==> src/wdf_pkg.sv <==
// constants shared by the watchdog overflow flag block
// How it works
// - flag sits in bit 7 of the control/status register, 0 after reset.
// - flag sets when the 8-bit counter wraps ff to 00 in interval mode.
// - by software, flag clears only after reading it as 1 and then writing 0 to it.
// - on the watch-timer channel, writing 0 to enable also clears it.
// - internal reset raised in watchdog reset mode clears the flag.
// - flag never sets while the counter runs in watchdog mode.
package wdf_pkg;

    // ****************************************
    // register layout
    // ****************************************
    localparam int unsigned  REG_W      = 8;
    localparam int unsigned  FLAG_BIT   = 7;
    localparam int unsigned  MODE_BIT   = 6;
    localparam int unsigned  ENABLE_BIT = 5;
    localparam int unsigned  RSEL_BIT   = 4;
    localparam int unsigned  CKS_LSB    = 0;
    localparam int unsigned  CKS_W      = 3;
    localparam logic [7:0]   CSR_RESET  = 8'h00;
    localparam logic [7:0]   CSR_WMASK  = 8'h77;

    // ****************************************
    // counter
    // ****************************************
    localparam int unsigned  CNT_W      = 8;
    localparam logic [7:0]   CNT_MAX    = 8'hff;
    localparam logic [7:0]   CNT_ZERO   = 8'h00;

    // ****************************************
    // prescaler taps
    // ****************************************
    localparam int unsigned  PRE_W      = 13;

    typedef logic [PRE_W-1:0] wdf_pre_t;

    // tick when all counter bits under the mask are ones: divide by mask + 1
    function automatic wdf_pre_t wdf_tap_mask(input logic [2:0] cks);
        wdf_pre_t m;
        m = 13'h0000;
        case (cks)
            3'h0: m = 13'h0001;
            3'h1: m = 13'h001f;
            3'h2: m = 13'h003f;
            3'h3: m = 13'h007f;
            3'h4: m = 13'h00ff;
            3'h5: m = 13'h01ff;
            3'h6: m = 13'h07ff;
            default: m = 13'h0fff;
        endcase
        return m;
    endfunction

    typedef enum logic [1:0] {
        WDF_IDLE  = 2'b01,
        WDF_ARMED = 2'b10
    } wdf_clr_t;

endpackage

==> src/wdf_prescaler.sv <==
// free-running prescaler that pulses at the selected division
`timescale 1ns/100ps
module wdf_prescaler #(
    parameter int unsigned W = 13
) (
    input  wire logic         i_clk,
    input  wire logic         i_rst,
    input  wire logic         i_run,
    input  wire logic [W-1:0] i_mask,
    output logic              o_tick
);
    logic [W-1:0] cnt_r;
    wire  logic   hit = ((cnt_r & i_mask) == i_mask);

    // prescaler restarts when the timer stops so the first tick is a full period
    always_ff @(posedge i_clk) begin
        if (i_rst || !i_run) begin
            cnt_r  <= '0;
            o_tick <= 1'b0;
        end else begin
            cnt_r  <= cnt_r + 1'b1;
            o_tick <= hit;
        end
    end
endmodule

==> src/wdf_timer.sv <==
// watchdog / interval timer with its overflow status flag
`timescale 1ns/100ps
module wdf_timer #(
    parameter bit IS_WATCH_CHANNEL = 1'b0
) (
    input  wire logic                  i_clk,
    input  wire logic                  i_rst,
    input  wire logic                  i_csr_rd,
    input  wire logic                  i_csr_wr,
    input  wire logic [wdf_pkg::REG_W-1:0] i_csr_wdata,
    input  wire logic                  i_cnt_wr,
    input  wire logic [wdf_pkg::CNT_W-1:0] i_cnt_wdata,
    input  wire logic                  i_irq_en,
    output logic [wdf_pkg::REG_W-1:0]  o_csr_rdata,
    output logic [wdf_pkg::CNT_W-1:0]  o_count,
    output logic                       o_overflow_flag,
    output logic                       o_irq,
    output logic                       o_int_rst
);
    import wdf_pkg::*;

    // ****************************************
    // state
    // ****************************************
    logic [REG_W-1:0] csr_r;
    logic [REG_W-1:0] csr_nxt;
    logic [CNT_W-1:0] up_counter_r;
    logic [CNT_W-1:0] up_counter_nxt;
    logic             overflow_flag_r;
    logic             overflow_flag_nxt;
    wdf_clr_t         clr_r;
    wdf_clr_t         clr_nxt;
    logic             tick;

    // ****************************************
    // decode
    // ****************************************
    wire logic timer_enable_bit = csr_r[ENABLE_BIT];
    wire logic wd_mode          = csr_r[MODE_BIT];
    wire logic rst_sel          = csr_r[RSEL_BIT];
    wire logic [CKS_W-1:0] cks  = csr_r[CKS_LSB +: CKS_W];
    // a counter write overrides the tick, so it never counts as a wrap
    wire logic wrap             = timer_enable_bit && tick && !i_cnt_wr
                                  && (up_counter_r == CNT_MAX);

    wire logic flag_set  = wrap && !wd_mode;
    // watchdog in reset mode: overflow requests the internal reset
    wire logic rst_req   = wrap && wd_mode && rst_sel;
    // internal reset pulse clears flag and counter one cycle later
    wire logic int_clear = o_int_rst;

    // read of a set flag arms the clear
    wire logic arm       = i_csr_rd && overflow_flag_r;
    wire logic wr_flag0  = i_csr_wr && !i_csr_wdata[FLAG_BIT];
    wire logic sw_clear  = wr_flag0 && (clr_r == WDF_ARMED);
    wire logic enable_clear = IS_WATCH_CHANNEL && i_csr_wr
                              && !i_csr_wdata[ENABLE_BIT];

    // ****************************************
    // prescaler
    // ****************************************
    wdf_prescaler #(
        .W      (PRE_W)
    ) u_pre (
        .i_clk  (i_clk),
        .i_rst  (i_rst),
        .i_run  (timer_enable_bit),
        .i_mask (wdf_tap_mask(cks)),
        .o_tick (tick)
    );

    // ****************************************
    // next-state
    // ****************************************
    always_comb begin
        csr_nxt = csr_r;
        if (i_csr_wr) begin
            csr_nxt = i_csr_wdata & CSR_WMASK;
        end
    end

    // an overflow in the same cycle as a clear wins
    always_comb begin
        overflow_flag_nxt = overflow_flag_r;
        if (sw_clear || enable_clear || int_clear) begin
            overflow_flag_nxt = 1'b0;
        end
        if (flag_set) begin
            overflow_flag_nxt = 1'b1;
        end
    end

    // arm survives reads; any write consumes it, so a stale arm cannot
    // clear a later overflow
    always_comb begin
        clr_nxt = clr_r;
        case (clr_r)
            WDF_IDLE: begin
                if (arm && !i_csr_wr) begin
                    clr_nxt = WDF_ARMED;
                end
            end
            WDF_ARMED: begin
                if (i_csr_wr) begin
                    clr_nxt = WDF_IDLE;
                end
            end
            default: clr_nxt = WDF_IDLE;
        endcase
        if (int_clear) begin
            clr_nxt = WDF_IDLE;
        end
    end

    // stopped timer holds zero
    always_comb begin
        up_counter_nxt = up_counter_r;
        if (!timer_enable_bit || int_clear) begin
            up_counter_nxt = CNT_ZERO;
        end else if (i_cnt_wr) begin
            up_counter_nxt = i_cnt_wdata;
        end else if (tick) begin
            up_counter_nxt = up_counter_r + 1'b1;
        end
    end

    // ****************************************
    // registers
    // ****************************************
    always_ff @(posedge i_clk) begin
        if (i_rst) begin
            csr_r           <= CSR_RESET;
            overflow_flag_r <= 1'b0;
            clr_r           <= WDF_IDLE;
            up_counter_r    <= CNT_ZERO;
        end else begin
            csr_r           <= csr_nxt;
            overflow_flag_r <= overflow_flag_nxt;
            clr_r           <= clr_nxt;
            up_counter_r    <= up_counter_nxt;
        end
    end

    // ****************************************
    // outputs
    // ****************************************
    always_ff @(posedge i_clk) begin
        if (i_rst) begin
            o_csr_rdata     <= CSR_RESET;
            o_count         <= CNT_ZERO;
            o_overflow_flag <= 1'b0;
            o_irq           <= 1'b0;
            o_int_rst       <= 1'b0;
        end else begin
            o_csr_rdata     <= csr_nxt;
            // flag shown in bit 7
            o_csr_rdata[FLAG_BIT] <= overflow_flag_nxt;
            o_count         <= up_counter_nxt;
            o_overflow_flag <= overflow_flag_nxt;
            o_irq           <= overflow_flag_nxt && i_irq_en;
            o_int_rst       <= rst_req;
        end
    end
endmodule

==> config.mk <==
export PLATFORM = sky130hd
export DESIGN_NAME = wdf_timer
export DESIGN_NICKNAME = d
export VERILOG_FILES = /design/src/wdf_pkg.sv /design/src/wdf_prescaler.sv /design/src/wdf_timer.sv
export SDC_FILE = /design/constraint.sdc
export NUM_CORES = 1
export LEC_CHECK = 0
export BUFFER_PORTS_ARGS = -buffer_cell sky130_fd_sc_hd__buf_2
export CORE_ASPECT_RATIO = 1.75
export CORE_MARGIN = 5
export CORE_UTILIZATION = 56
export DETAILED_ROUTE_END_ITERATION = 10
export PLACE_DENSITY = 0.93
export SLEW_MARGIN = 20
export SYNTH_ARGS = -nofsm -noshare
export SYNTH_HDL_FRONTEND = slang
export SYNTH_HIERARCHICAL = 1
export SYNTH_SLANG_ARGS = --single-unit
==> constraint.sdc <==
create_clock -name i_clk -period 2.8 [get_ports i_clk]
set_input_delay 0.14 -clock i_clk [delete_from_list [all_inputs] [get_ports i_clk]]
set_output_delay 0.14 -clock i_clk [all_outputs]
set_load 0.02 [all_outputs]
# Yosys cells after proc, flatten, opt, wreduce, memory -nomap -nowiden
# Index checks and enable logic that the tools add are counted.
[classes] reduce_logical=24 n_mux=9 n_eq_ne=12 add_sub_neg=2 n_bitwise=1
[op_table] cell="$pmux 12 s7" n=1
[op_table] cell="$mux 8" n=2
[op_table] cell="$add 13x1->13 const B" n=1
[op_table] cell="$and 13x12->13" n=1
[op_table] cell="$eq 13x12->1" n=1
[op_table] cell="$logic_and 1x1->1" n=11
[op_table] cell="$eq 3x3->1 const B" n=3
[op_table] cell="$add 8x1->8 const B" n=1
[op_table] cell="$eq 8x8->1 const B" n=1
[op_table] cell="$mux 7" n=1
[op_table] cell="$eq 3x2->1 const B" n=2
[op_table] cell="$logic_not 1->1" n=5
[op_table] cell="$mux 2" n=2
[op_table] cell="$ne 2x2->1 const B" n=2
[op_table] cell="$pmux 2 s2" n=1
[op_table] cell="$reduce_or 2->1" n=2
[op_table] cell="$eq 3x1->1 const B" n=1
[op_table] cell="$logic_not 3->1" n=1
[op_table] cell="$logic_or 1x1->1" n=3
[op_table] cell="$eq 2x1->1 const B" n=1
[op_table] cell="$eq 2x2->1 const B" n=1
[op_table] cell="$mux 1" n=2
[op_table] cell="$reduce_and 2->1" n=1
[op_table] cell="$reduce_bool 2->1" n=1
[totals] reg_bits=42 output_inout_bits=19 wordCells=57 in_bits=22

# Longest topological paths before layout
# Gate-level depths: netlist of the first run.
[depth] ltp_word=7 depth_mapped=5 ltp_nobuf=5

# Modules after synthesis
# Netlist of the first run, hierarchy kept.
[by_module_without_submodules] mod="wdf_timer" seq_area_each_um2=380.4 instances=1 area_per_inst_um2=953.4 cells_per_inst=102
[by_module_without_submodules] mod="wdf_prescaler" seq_area_each_um2=280.3 instances=1 area_per_inst_um2=686.9 cells_per_inst=80

# Worst setup path after synthesis of the first run
# No wires, ideal clock.
[synth_timing] kind="reg2reg" from="register csr_r[0]" to="register u_pre.o_tick" n_path_buf=0 setup_ps=88 stages_incl_launch_ff=5 t_arrival_ps=1498 path_slack_ps=1214 t_required_ps=2712 period_less_slack_ps=1586 path_cell_list="dfxtp_1 > or3_1 > a22o_1 > a221o_1 > nor4_2"
[synth_between] elab_chain_cells=4 elab_cells_between_ends=10 classes_between="eq/ne: 7; mux: 1; bitwise: 1; reduce/logical: 1"
[synth_lines] item="from (decl)" line_no="wdf_timer.sv:25" rtl="logic [REG_W-1:0] csr_r;"
[synth_lines] item="from (signal assigned)" line_no="wdf_timer.sv:137" rtl="csr_r <= csr_nxt;"
[synth_lines] item="$eq 3x3->1 (tied with other cells)" line_no="wdf_pkg.sv:42" rtl="case (cks)"
[synth_lines] item="$pmux 12 s7 (*)" line_no="wdf_pkg.sv:42"
[synth_lines] item="$and 13x12->13" line_no="wdf_prescaler.sv:13" rtl="wire logic hit = ((cnt_r & i_mask) == i_mask);"
[synth_lines] item="$eq 13x12->1 (*)" line_no="wdf_prescaler.sv:13"
[synth_lines] item="to (signal assigned)" line_no="wdf_prescaler.sv:22" rtl="o_tick <= hit;"
[synth_lines] item="to (decl)" line_no="wdf_prescaler.sv:10" rtl="output logic o_tick"
# Every way passes the cells marked *; elsewhere a longest branch is shown, timed or not.
# A chain may end at the register's enable or synchronous reset.

# Worst setup path after layout of the first run
# Same ends and word-level chain as after synthesis.

==> impl_metrics.py, run 1 <==
metrics = {
    "synth": {
        "synth_top_family_by_area": "simple AND/OR/NAND/NOR gates",
        "synth-simple-area-share_pct": 28.7,
        "yosysMostFrequentCell": "dfxtp_1",
        "synth_area_leaders": "dfxtp_1, xnor2_1, nor2_1",
        "synth_compound_area_share_pct": 10.4,
        "synth_mux_area_share_pct": 5.57,
        "synth_cell_type_count": 46,
        "syn_avg_cell_area_um2": 9.01,
        "synth-xor-area-share_pct": 6.94,
        "synth_edf_count": 0,
        "synthCells": 182,
        "synthArstFlopShare_pct": 0,
        "synthAdderAreaFrac_pct": 1.53,
        "synth-main-ff-cell": "dfxtp_1",
        "synth-seq-cells": 33,
        "seq_area_frac_synth_pct": 40.3,
        "synth_top_area_cell": "dfxtp_1",
        "yosysWarnings": 6,
        "synthDominantCellAreaShare_pct": 40.3,
        "synth_common_cells": "dfxtp_1, nor2_1, inv_1, xnor2_1",
        "synthesis.area_mm2": 0.00164,
    },
    "setup_path": {
        "critPathArrivalTime_ns": 1.80,
        "max_stage_delay_ns": 0.45,
        "slowest_stage": "or3_1",
        "end_kind": "register",
        "startpoint_type": "register",
        "reg2reg_depth": 4,
        "timing.rr.end": "u_pre/o_tick$_SDFF_PP0_",
        "cp.required_ns": 3.01,
        "reg2reg_from": "csr_r[0]$_SDFFE_PP0P_",
        "worstPathMaxFanout": 6,
        "critPathKind": "register to register",
        "path_cells": "or3_1, a22o_1, a221o_1, nor4_2",
        "r2r_slack_ns": 1.20,
    },
    "worst_hold_path": {
        "min_path_cells": 3,
        "hold_class": "input pin to register",
        "min-delay-start": "i_csr_wdata[6]",
        "min_to": "o_csr_rdata[6]$_SDFFE_PP0P_",
    },
    "power_and_ir_drop": {
        "p_per_area_mw_per_mm2": 480,
        "leakage_nw": 0.826,
        "ir_drop_v": 0.000410,
    },
    "sta": {
        "fin_skew_ns": 0.00729,
        "tightest_slew_ns": 0.554,
        "fmax_mhz": 627,
        "maxSlewViolCount": 0,
        "setup-tns-final_ns": 0,
        "rsz0062_at_grt": "false",
        "setup_viol": 0,
        "post-route-period-util_pct": 57.0,
        "hold_violations": 0,
        "layout_min_cycle_time_ns": 1.60,
        "slew_headroom_pct": 63.1,
    },
    "floorplanning": {
        "fp.dieH_um": 81.6,
        "dieArea_mm2": 0.00415,
        "boundaryPins": 41,
        "die_w_um": 50.9,
        "start_util_pct": 57.3,
        "rows": 26,
        "core_area_mm2": 0.00286,
    },
    "cells_and_area": {
        "layout-drive-gt1-share_pct": 26.2,
        "fin_util_pct": 66.6,
        "fin_nets": 244,
        "area_growth_pct": 16.2,
        "n_antenna_cell": 0,
        "fillers": 256,
    },
    "grt": {
        "grt_max_degree": 18,
        "grt_overflow": 0,
        "grt_use_total_pct": 17.4,
        "grt_first_pass_wirelength_um": 5630,
        "grt_antenna_before_repair": 0,
        "first_global_vias": 1364,
    },
    "job": {
        "maxCapViolCount": 0,
    },
    "detailed_routing": {
        "avgViaCountPerCell": 5.64,
        "drc_errors": 0,
        "routed_wl_um": 3300,
        "drt_iter0_drc": 29,
        "num_vias": 1404,
        "wire_per_inst_um": 13.3,
        "ant_nets": 0,
        "first_pass_iters": 4,
    },
    "clock_network": {
        "cts_tree": "built",
        "cts_resized": 0,
        "ctsHtreeMaxLevel": 2,
        "cts_setup_buffers": 0,
        "cts_made_buffers": 5,
        "clk_latency_ns": 0.29,
        "path_clk_slew_ns": 0.07,
        "clockRootBuffer": "clkbuf_8",
        "numClockSinks": 33,
        "clockBufferDepth": 2,
        "hold_buffers": 0,
    },
    "outcome": {
        "outcome": "finished, final reports clean",
    },
    "placed_design": {
        "dpl.hpwl_um": 2600,
        "io_buffers": 38,
        "place.gp.congestion": 0.811,
    },
}
-- power breakdown --
part,internal [mW],total (mW),switching [mW]
Combinational,0.0373,0.0826,0.0453
Sequential,0.477,0.488,0.0105
Clock,0.171,0.345,0.173
Total,0.686,0.915,0.229
-- registers in the layout, summed over array words and instances (netlist names) --
signal        flops
u_pre/cnt_r      13
o_count           8
csr_r             5
clr_r             2
o_csr_rdata       2
o_int_rst         1
o_irq             1
u_pre/o_tick      1
-- routing by layer --
layer | global-route usage (%) | vias up | routed length (um)
met4 | 7.16 | 0 | 53
met2 | 33.6 | 39 | 1810
li1 | - | 704 | -
met1 | 16.4 | 657 | 1190
met5 | 0 | - | 0
met3 | 4.72 | 4 | 245
-- worst max-delay path by stage --
stage,start,end
6_report,csr_r[0]$_SDFFE_PP0P_,u_pre/o_tick$_SDFF_PP0_
3_3_place_gp,csr_r[0]$_SDFFE_PP0P_,u_pre/o_tick$_SDFF_PP0_
3_5_place_dp,csr_r[0]$_SDFFE_PP0P_,u_pre/o_tick$_SDFF_PP0_
4_1_cts,csr_r[0]$_SDFFE_PP0P_,u_pre/o_tick$_SDFF_PP0_
2_1_floorplan,csr_r[0]$_SDFFE_PP0P_,u_pre/o_tick$_SDFF_PP0_
5_1_grt,csr_r[1]$_SDFFE_PP0P_,u_pre/o_tick$_SDFF_PP0_
-- through the flow --
stage	worst slack, ns	area, um^2	hold slack, ns	power, mW	std cells
floorplan	1.21	1640	0.287	0.553	183
global placement	1.25	1820	0.375	0.579	241
detailed placement	1.22	1820	0.382	0.581	241
CTS	1.21	1910	0.0868	0.926	249
global route	1.12	1910	0.0987	0.957	249
finish	1.20	1910	0.0895	0.915	249
-- logic make-up after synthesis --
| kind of cell | Yosys count |
|---|---|
| XOR/XNOR | 13 |
| multiplexers | 9 |
| adder cells (fa/ha/maj) | 2 |
| AO/OA/AOI/OAI | 23 |
| other | 2 |
| flip-flops | 33 |
| AND/OR/NAND/NOR | 78 |
| buffers and inverters | 22 |
-- critical path: cells and delay by family, from the launching register on --
kind	cells	cell delay [ns]
AO/OA/AOI/OAI	2	0.52
flip-flops	1	0.35
AND/OR/NAND/NOR	2	0.64
-- cell type report --
cell class | count | area (um^2) | share of cell area (%)
Clock buffer | 5 | 68.8 | 3.61
Clock inverter | 3 | 17.5 | 0.919
Inverter | 14 | 52.6 | 2.76
Multi-Input combinational cell | 128 | 882 | 46.3
Sequential cell | 33 | 661 | 34.6
Tap cell | 28 | 35.0 | 1.84
Timing Repair Buffer | 38 | 190 | 9.97
-- cell usage in the layout, fill, tap and decap left out, types with 3 or more instances in the layout --
cell type | synthesis | final
buf_2 | 3 | 38
dfxtp_1 | 33 | 33
nor2_1 | 22 | 22
inv_1 | 13 | 13
xnor2_1 | 11 | 11
nand2b_1 | 8 | 8
mux2i_1 | 8 | 8
nand3_1 | 7 | 7
nand2_1 | 6 | 6
nor4_2 | 5 | 5
clkbuf_8 | 0 | 5
and3_1 | 4 | 4
nor2b_1 | 4 | 4
nand4_1 | 4 | 4
a21oi_1 | 4 | 4
or3_1 | 3 | 3
nor3_1 | 3 | 3
o211a_1 | 3 | 3
o22ai_1 | 3 | 3
conb_1 | 2 | 3
(Power assumes the default switching activity.)
==> run 2: changes to the inputs <==
--- a/config.mk
+++ b/config.mk
@@ -5,12 +5,13 @@
 export SDC_FILE = /design/constraint.sdc
 export NUM_CORES = 1
 export LEC_CHECK = 0
+export ABC_AREA = 1
 export BUFFER_PORTS_ARGS = -buffer_cell sky130_fd_sc_hd__buf_2
 export CORE_ASPECT_RATIO = 1.75
 export CORE_MARGIN = 5
-export CORE_UTILIZATION = 56
+export CORE_UTILIZATION = 53
 export DETAILED_ROUTE_END_ITERATION = 10
-export PLACE_DENSITY = 0.93
+export PLACE_DENSITY = 0.89
 export SLEW_MARGIN = 20
 export SYNTH_ARGS = -nofsm -noshare
 export SYNTH_HDL_FRONTEND = slang
==> constraint.sdc (replaced) <==
create_clock -name i_clk -period 1.6 [get_ports i_clk]
set_input_delay 0.08 -clock i_clk [delete_from_list [all_inputs] [get_ports i_clk]]
set_output_delay 0.08 -clock i_clk [all_outputs]
set_load 0.02 [all_outputs]
==> run 2 against run 1 <==
Maximum frequency rose by 30%. First-iteration DRC count up 21%. Synthesized cell count is 40% higher. Global-route usage up 2.0 points. Total power is 79% higher. Clock skew down 0.0012 ns. Via count increased by 21%. Core utilization shrank 2.4 points. Synthesized area up 6.3%. Highest routed layer unchanged. Non-clock buffer count unchanged. Worst setup slack worse by 0.83 ns. Combinational power grew 110%.
==> impl_metrics.py, run 2 <==
metrics = {
    "synth": {
        "synth_cell_type_count": 30,
        "seq_area_frac_synth_pct": 37.9,
        "synthDominantCellAreaShare_pct": 37.9,
        "synthCells": 255,
        "yosysWarnings": 6,
        "synthArstFlopShare_pct": 0,
        "syn_avg_cell_area_um2": 6.83,
        "synth_edf_count": 0,
        "synthesis.area_mm2": 0.00174,
        "synth_common_cells": "nand2_1, inv_1, dfxtp_1, nor2_1, nand3_1",
        "yosysMostFrequentCell": "nand2_1",
        "synth-main-ff-cell": "dfxtp_1",
        "synth_area_leaders": "dfxtp_1, nand2_1, inv_1",
        "synth_top_area_cell": "dfxtp_1",
        "synth-seq-cells": 33,
    },
    "worst_hold_path": {
        "min-delay-start": "i_csr_wdata[6]",
        "min_path_cells": 3,
        "min_to": "o_csr_rdata[6]$_SDFFE_PP0P_",
        "hold_class": "input pin to register",
    },
    "setup_path": {
        "critPathArrivalTime_ns": 1.42,
        "r2r_slack_ns": 0.38,
        "reg2reg_depth": 6,
        "worstPathMaxFanout": 5,
        "reg2reg_from": "o_count[0]$_SDFFE_PP0P_",
        "slowest_stage": "dfxtp_1",
        "path_cells": "ha_1, nand3_2, o21ai_0, nand3_1, nand2_1, inv_1",
        "end_kind": "register",
        "max_stage_delay_ns": 0.39,
        "startpoint_type": "register",
        "critPathKind": "register to register",
        "timing.rr.end": "o_count[6]$_SDFFE_PP0P_",
        "cp.required_ns": 1.79,
    },
    "power_and_ir_drop": {
        "ir_drop_v": 0.000538,
        "p_per_area_mw_per_mm2": 803,
        "finalPower_mw": 1.64,
        "leakage_nw": 0.891,
    },
    "clock_network": {
        "clockBufferDepth": 2,
        "numClockSinks": 33,
        "cts_resized": 0,
        "path_clk_slew_ns": 0.07,
        "clk_latency_ns": 0.29,
        "hold_buffers": 0,
        "clockRootBuffer": "clkbuf_8",
        "cts_made_buffers": 5,
        "cts_tree": "built",
        "cts_setup_buffers": 0,
        "ctsHtreeMaxLevel": 2,
    },
    "cells_and_area": {
        "largest_reg_flops": 13,
        "multi_input_area_um2": 907,
        "fillers": 292,
        "area_growth_pct": 16.9,
        "layout_common_cells": "nand2_1, buf_2, inv_1",
        "regMostFlops": "u_pre/cnt_r",
        "seq_area_um2": 661,
        "layout-drive-gt1-share_pct": 22.9,
        "n_antenna_cell": 0,
        "fin_nets": 320,
        "final_common_cell": "nand2_1",
        "reg_top3": "u_pre/cnt_r (13), o_count (8), csr_r (5)",
    },
    "sta": {
        "rsz0062_at_grt": "false",
        "hold_violations": 0,
        "post-route-period-util_pct": 76.5,
        "setup_viol": 0,
        "maxSlewViolCount": 0,
        "setup-tns-final_ns": 0,
        "fmax_mhz": 817,
        "fin_skew_ns": 0.00608,
        "layout_min_cycle_time_ns": 1.22,
        "whs_ns": 0.0137,
    },
    "grt": {
        "first_global_vias": 1646,
        "grt_antenna_before_repair": 0,
        "grt_use_total_pct": 19.4,
        "grt_overflow": 0,
        "grt_max_degree": 14,
        "grt_first_pass_wirelength_um": 6590,
    },
    "job": {
        "maxCapViolCount": 0,
    },
    "placed_design": {
        "io_buffers": 38,
        "place.gp.congestion": 0.911,
        "dpl.hpwl_um": 3080,
    },
    "detailed_routing": {
        "drt_iter0_drc": 35,
        "first_pass_iters": 5,
        "avgViaCountPerCell": 4.99,
        "num_vias": 1696,
        "routed_wl_um": 3950,
        "drc_errors": 0,
        "wire_per_inst_um": 11.6,
        "ant_nets": 0,
    },
    "outcome": {
        "outcome": "finished, final reports clean",
    },
    "floorplanning": {
        "start_util_pct": 54.9,
        "dieArea_mm2": 0.00458,
        "boundaryPins": 41,
        "fp.dieH_um": 85.9,
        "die_w_um": 53.4,
        "core_area_mm2": 0.00318,
        "rows": 27,
    },
}
-- run 2: metal layers --
layer	global-route usage (%)	share of wire, %	up-vias
met4	10.9	2.7	0
met3	5.22	6.5	9
li1	-	-	891
met5	0	0	-
met1	17.0	37	747
met2	36.6	54	49
-- run 2: worst max-delay path by stage --
stage | start | endpoint | slack (ns) | cells past startpoint
after floorplan | o_count[1]$_SDFFE_PP0P_ | o_count[6]$_SDFFE_PP0P_ | 0.34 | 6
after global placement | u_pre/cnt_r[0]$_SDFF_PP0_ | u_pre/cnt_r[10]$_SDFF_PP0_ | 0.40 | 6
after detailed placement | u_pre/cnt_r[0]$_SDFF_PP0_ | u_pre/cnt_r[6]$_SDFF_PP0_ | 0.38 | 6
after CTS | u_pre/cnt_r[0]$_SDFF_PP0_ | u_pre/cnt_r[6]$_SDFF_PP0_ | 0.37 | 6
after global routing | csr_r[1]$_SDFFE_PP0P_ | u_pre/o_tick$_SDFF_PP0_ | 0.21 | 8
final | o_count[0]$_SDFFE_PP0P_ | o_count[6]$_SDFFE_PP0P_ | 0.38 | 6
-- run 2: layout make-up --
type                       count  share of cell area [%]
sequential                    33                    32.4
multi-input combinational    181                    44.5
tap                           43                    2.64
timing repair buffer          38                    9.33
inverter                      37                    7.06
clock buffer                   6                    3.56
clock inverter                 2                   0.491
-- run 2: where the power goes --
group / switching [mW] / internal, mW
clock network: 0.299 / 0.301
logic: 0.110 / 0.0654
registers: 0.0185 / 0.842
-- run 2: cell families (layout without fill, tap and decap cells) --
logic type	after synthesis	count (layout)	share of synthesized area [%]
compound gates	40	40	12.9
xor+xnor	4	4	2.01
fa+ha+maj	2	2	1.44
buf+inv	42	83	10.3
flops	33	33	37.9
other cells	2	3	0.431
simple gates	132	132	35.1
-- run 2: critical path, delay by kind of cell (launching register included) --
family	cells	cell delay [ns]
DFF	1	0.39
and+or+nand+nor	3	0.31
adders and majority gates	1	0.21
AOI/OAI and AO/OA	1	0.19
buffers and inverters	1	0.03
-- run 2: through the flow --
| step | cell area [um^2] | cells | utilization [%] | setup WS, ns |
|---|---|---|---|---|
| floorplan | 1750 | 256 | - | 0.335 |
| global placement | 1960 | 332 | 61.6 | 0.404 |
| detailed placement | 1960 | 332 | 61.6 | 0.378 |
| CTS | 2040 | 340 | 64.2 | 0.372 |
| global route | 2040 | 340 | 64.2 | 0.207 |
| finish | 2040 | 340 | 64.2 | 0.376 |
==> run 3: changes to the inputs <==
--- a/config.mk
+++ b/config.mk
@@ -5,13 +5,13 @@
 export SDC_FILE = /design/constraint.sdc
 export NUM_CORES = 1
 export LEC_CHECK = 0
-export ABC_AREA = 1
+export ABC_AREA = 0
 export BUFFER_PORTS_ARGS = -buffer_cell sky130_fd_sc_hd__buf_2
 export CORE_ASPECT_RATIO = 1.75
 export CORE_MARGIN = 5
-export CORE_UTILIZATION = 53
+export CORE_UTILIZATION = 47
 export DETAILED_ROUTE_END_ITERATION = 10
-export PLACE_DENSITY = 0.89
+export PLACE_DENSITY = 0.85
 export SLEW_MARGIN = 20
 export SYNTH_ARGS = -nofsm -noshare
 export SYNTH_HDL_FRONTEND = slang
==> constraint.sdc (replaced) <==
create_clock -name i_clk -period 1.1 [get_ports i_clk]
set_input_delay 0.055 -clock i_clk [delete_from_list [all_inputs] [get_ports i_clk]]
set_output_delay 0.055 -clock i_clk [all_outputs]
set_load 0.02 [all_outputs]
==> run 3 against run 2 <==
The flow now finishes with violations (negative setup slack). Worst setup slack worse by 0.71 ns. Register-to-register slack worse by 0.71 ns. First-iteration DRC count is 14% lower. Critical path type unchanged.
==> impl_metrics.py, run 3 (same netlist as run 1, synthesis figures left out) <==
metrics = {
    "floorplanning": {
        "core_area_mm2": 0.00336,
        "die_w_um": 54.7,
        "boundaryPins": 41,
        "fp.dieH_um": 88.2,
        "rows": 28,
        "dieArea_mm2": 0.00482,
        "start_util_pct": 48.8,
    },
    "setup_path": {
        "max_stage_delay_ns": 0.38,
        "path_cells": "or3_4, buf_4, inv_1, o22ai_1, nor4_2",
        "path_buf_inv": 2,
        "startpoint_type": "register",
        "critPathArrivalTime_ns": 1.63,
        "timing.rr.end": "u_pre/o_tick$_SDFF_PP0_",
        "reg2reg_depth": 5,
        "r2r_slack_ns": -0.33,
        "reg2reg_from": "csr_r[0]$_SDFFE_PP0P_",
        "cp.required_ns": 1.30,
        "end_kind": "register",
        "worstPathMaxFanout": 3,
        "cp_top_family": "simple AND/OR/NAND/NOR gates",
        "critPathKind": "register to register",
        "slowest_stage": "or3_4",
    },
    "cells_and_area": {
        "regMostFlops": "u_pre/cnt_r",
        "final_common_cell": "buf_2",
        "reg_top3": "u_pre/cnt_r (13), o_count (8), csr_r (5)",
        "largest_reg_flops": 13,
        "n_antenna_cell": 0,
        "area_growth_pct": 42.4,
        "layout_common_cells": "buf_2, buf_4, nor2_1",
        "fin_nets": 273,
        "fin_util_pct": 69.5,
        "layout-drive-gt1-share_pct": 46.8,
    },
    "sta": {
        "post-route-period-util_pct": 130,
        "setup-tns-final_ns": -1.22,
        "fin_ws_ns": -0.334,
        "layout_min_cycle_time_ns": 1.43,
        "maxSlewViolCount": 0,
        "rsz0062_at_grt": "true",
        "fmax_mhz": 697,
        "fin_skew_ns": 0.00482,
        "setup_viol": 14,
        "hold_violations": 0,
    },
    "grt": {
        "first_global_vias": 1525,
        "grt_first_pass_wirelength_um": 6640,
        "grt_overflow": 0,
        "grt_use_total_pct": 19.2,
        "grt_antenna_before_repair": 0,
        "grt_max_degree": 18,
    },
    "placed_design": {
        "io_buffers": 38,
        "dpl.hpwl_um": 3000,
        "pre_cts_ws_ns": -0.320,
        "place.gp.congestion": 0.813,
    },
    "clock_network": {
        "path_clk_slew_ns": 0.07,
        "clockBufferDepth": 2,
        "clockRootBuffer": "clkbuf_8",
        "clk_latency_ns": 0.28,
        "ctsHtreeMaxLevel": 2,
        "cts_tree": "built",
        "cts_made_buffers": 5,
        "numClockSinks": 33,
    },
    "worst_hold_path": {
        "min-delay-start": "i_csr_wdata[6]",
        "hold_class": "input pin to register",
        "min_to": "o_csr_rdata[6]$_SDFFE_PP0P_",
        "min_path_cells": 3,
    },
    "outcome": {
        "outcome": "finished, violations left",
        "violations": "negative setup slack",
    },
    "detailed_routing": {
        "drt_iter0_drc": 30,
        "wire_per_inst_um": 14.3,
        "num_vias": 1559,
        "first_pass_iters": 4,
        "ant_nets": 0,
        "drc_errors": 0,
        "avgViaCountPerCell": 5.28,
        "routed_wl_um": 4230,
    },
    "power_and_ir_drop": {
        "finalPower_mw": 2.36,
        "leakage_nw": 1.06,
        "ir_drop_v": 0.000998,
        "p_per_area_mw_per_mm2": 1010,
    },
    "job": {
        "maxCapViolCount": 0,
    },
}
run 3: changes by cell type in the layout (fill, tap and decap cells not counted), moves of 9 or more:
cell,before,now
nand2_1,56,4
dfxtp_1,33,13
nor2_1,30,21
a21oi_1,14,3
nand3_1,21,6
buf_4,0,25
o21ai_0,16,2
inv_1,35,13
nor2_2,10,1
dfxtp_2,0,12
run 3: worst register-to-register path: stages, from the launching register on:
cell and delay (ns):
dfxtp_4 0.34, or3_4 0.38, buf_4 0.15, inv_1 0.08
o22ai_1 0.15, nor4_2 0.26
run 3: per-stage QoR:
stage	hold WS (ns)	instances	instance area (um^2)
6_report	0.0164	295	2340
2_1_floorplan	0.201	183	1710
5_1_grt	0.0166	295	2340
4_1_cts	0.00952	294	2300
3_5_place_dp	0.271	283	2090
3_3_place_gp	0.269	283	2090
run 3: cell type report:
class,count,area (um^2)
fill,269,1030
multi-input combinational,128,1020
sequential,33,706
timing repair buffer,67,422
clock buffer,6,72.6
tap,45,56.3
inverter,14,52.6
clock inverter,2,10.0
run 3: what timing repair did:
item,4_1_cts,5_1_grt
pin swaps,12,5
endpoints found under the hold margin,1,0
resized for setup,20,11
setup buffers,2,1
hold buffers,1,0
endpoints found under the setup margin,17,18
run 3: how the worst max path moves through the flow:
stage	start	to	cells past startpoint
floorplan	csr_r[1]$_SDFFE_PP0P_	u_pre/o_tick$_SDFF_PP0_	4
global placement	csr_r[1]$_SDFFE_PP0P_	u_pre/o_tick$_SDFF_PP0_	4
detailed placement	csr_r[1]$_SDFFE_PP0P_	u_pre/o_tick$_SDFF_PP0_	4
CTS	csr_r[0]$_SDFFE_PP0P_	u_pre/o_tick$_SDFF_PP0_	4
global route	csr_r[0]$_SDFFE_PP0P_	u_pre/o_tick$_SDFF_PP0_	4
finish	csr_r[0]$_SDFFE_PP0P_	u_pre/o_tick$_SDFF_PP0_	5
run 3: layer usage:
layer | vias to the layer above | routed length, um | track usage (%)
met1 | 740 | 1500 | 17.9
met3 | 12 | 236 | 5.11
li1 | 765 | - | -
met4 | 0 | 149 | 10.2
met2 | 42 | 2340 | 35.5
met5 | - | 0 | 0
run 3: where the power goes:
group / switching [mW] / internal [mW]
sequential: 0.0203 / 1.20
combinational: 0.140 / 0.129
clock: 0.434 / 0.438
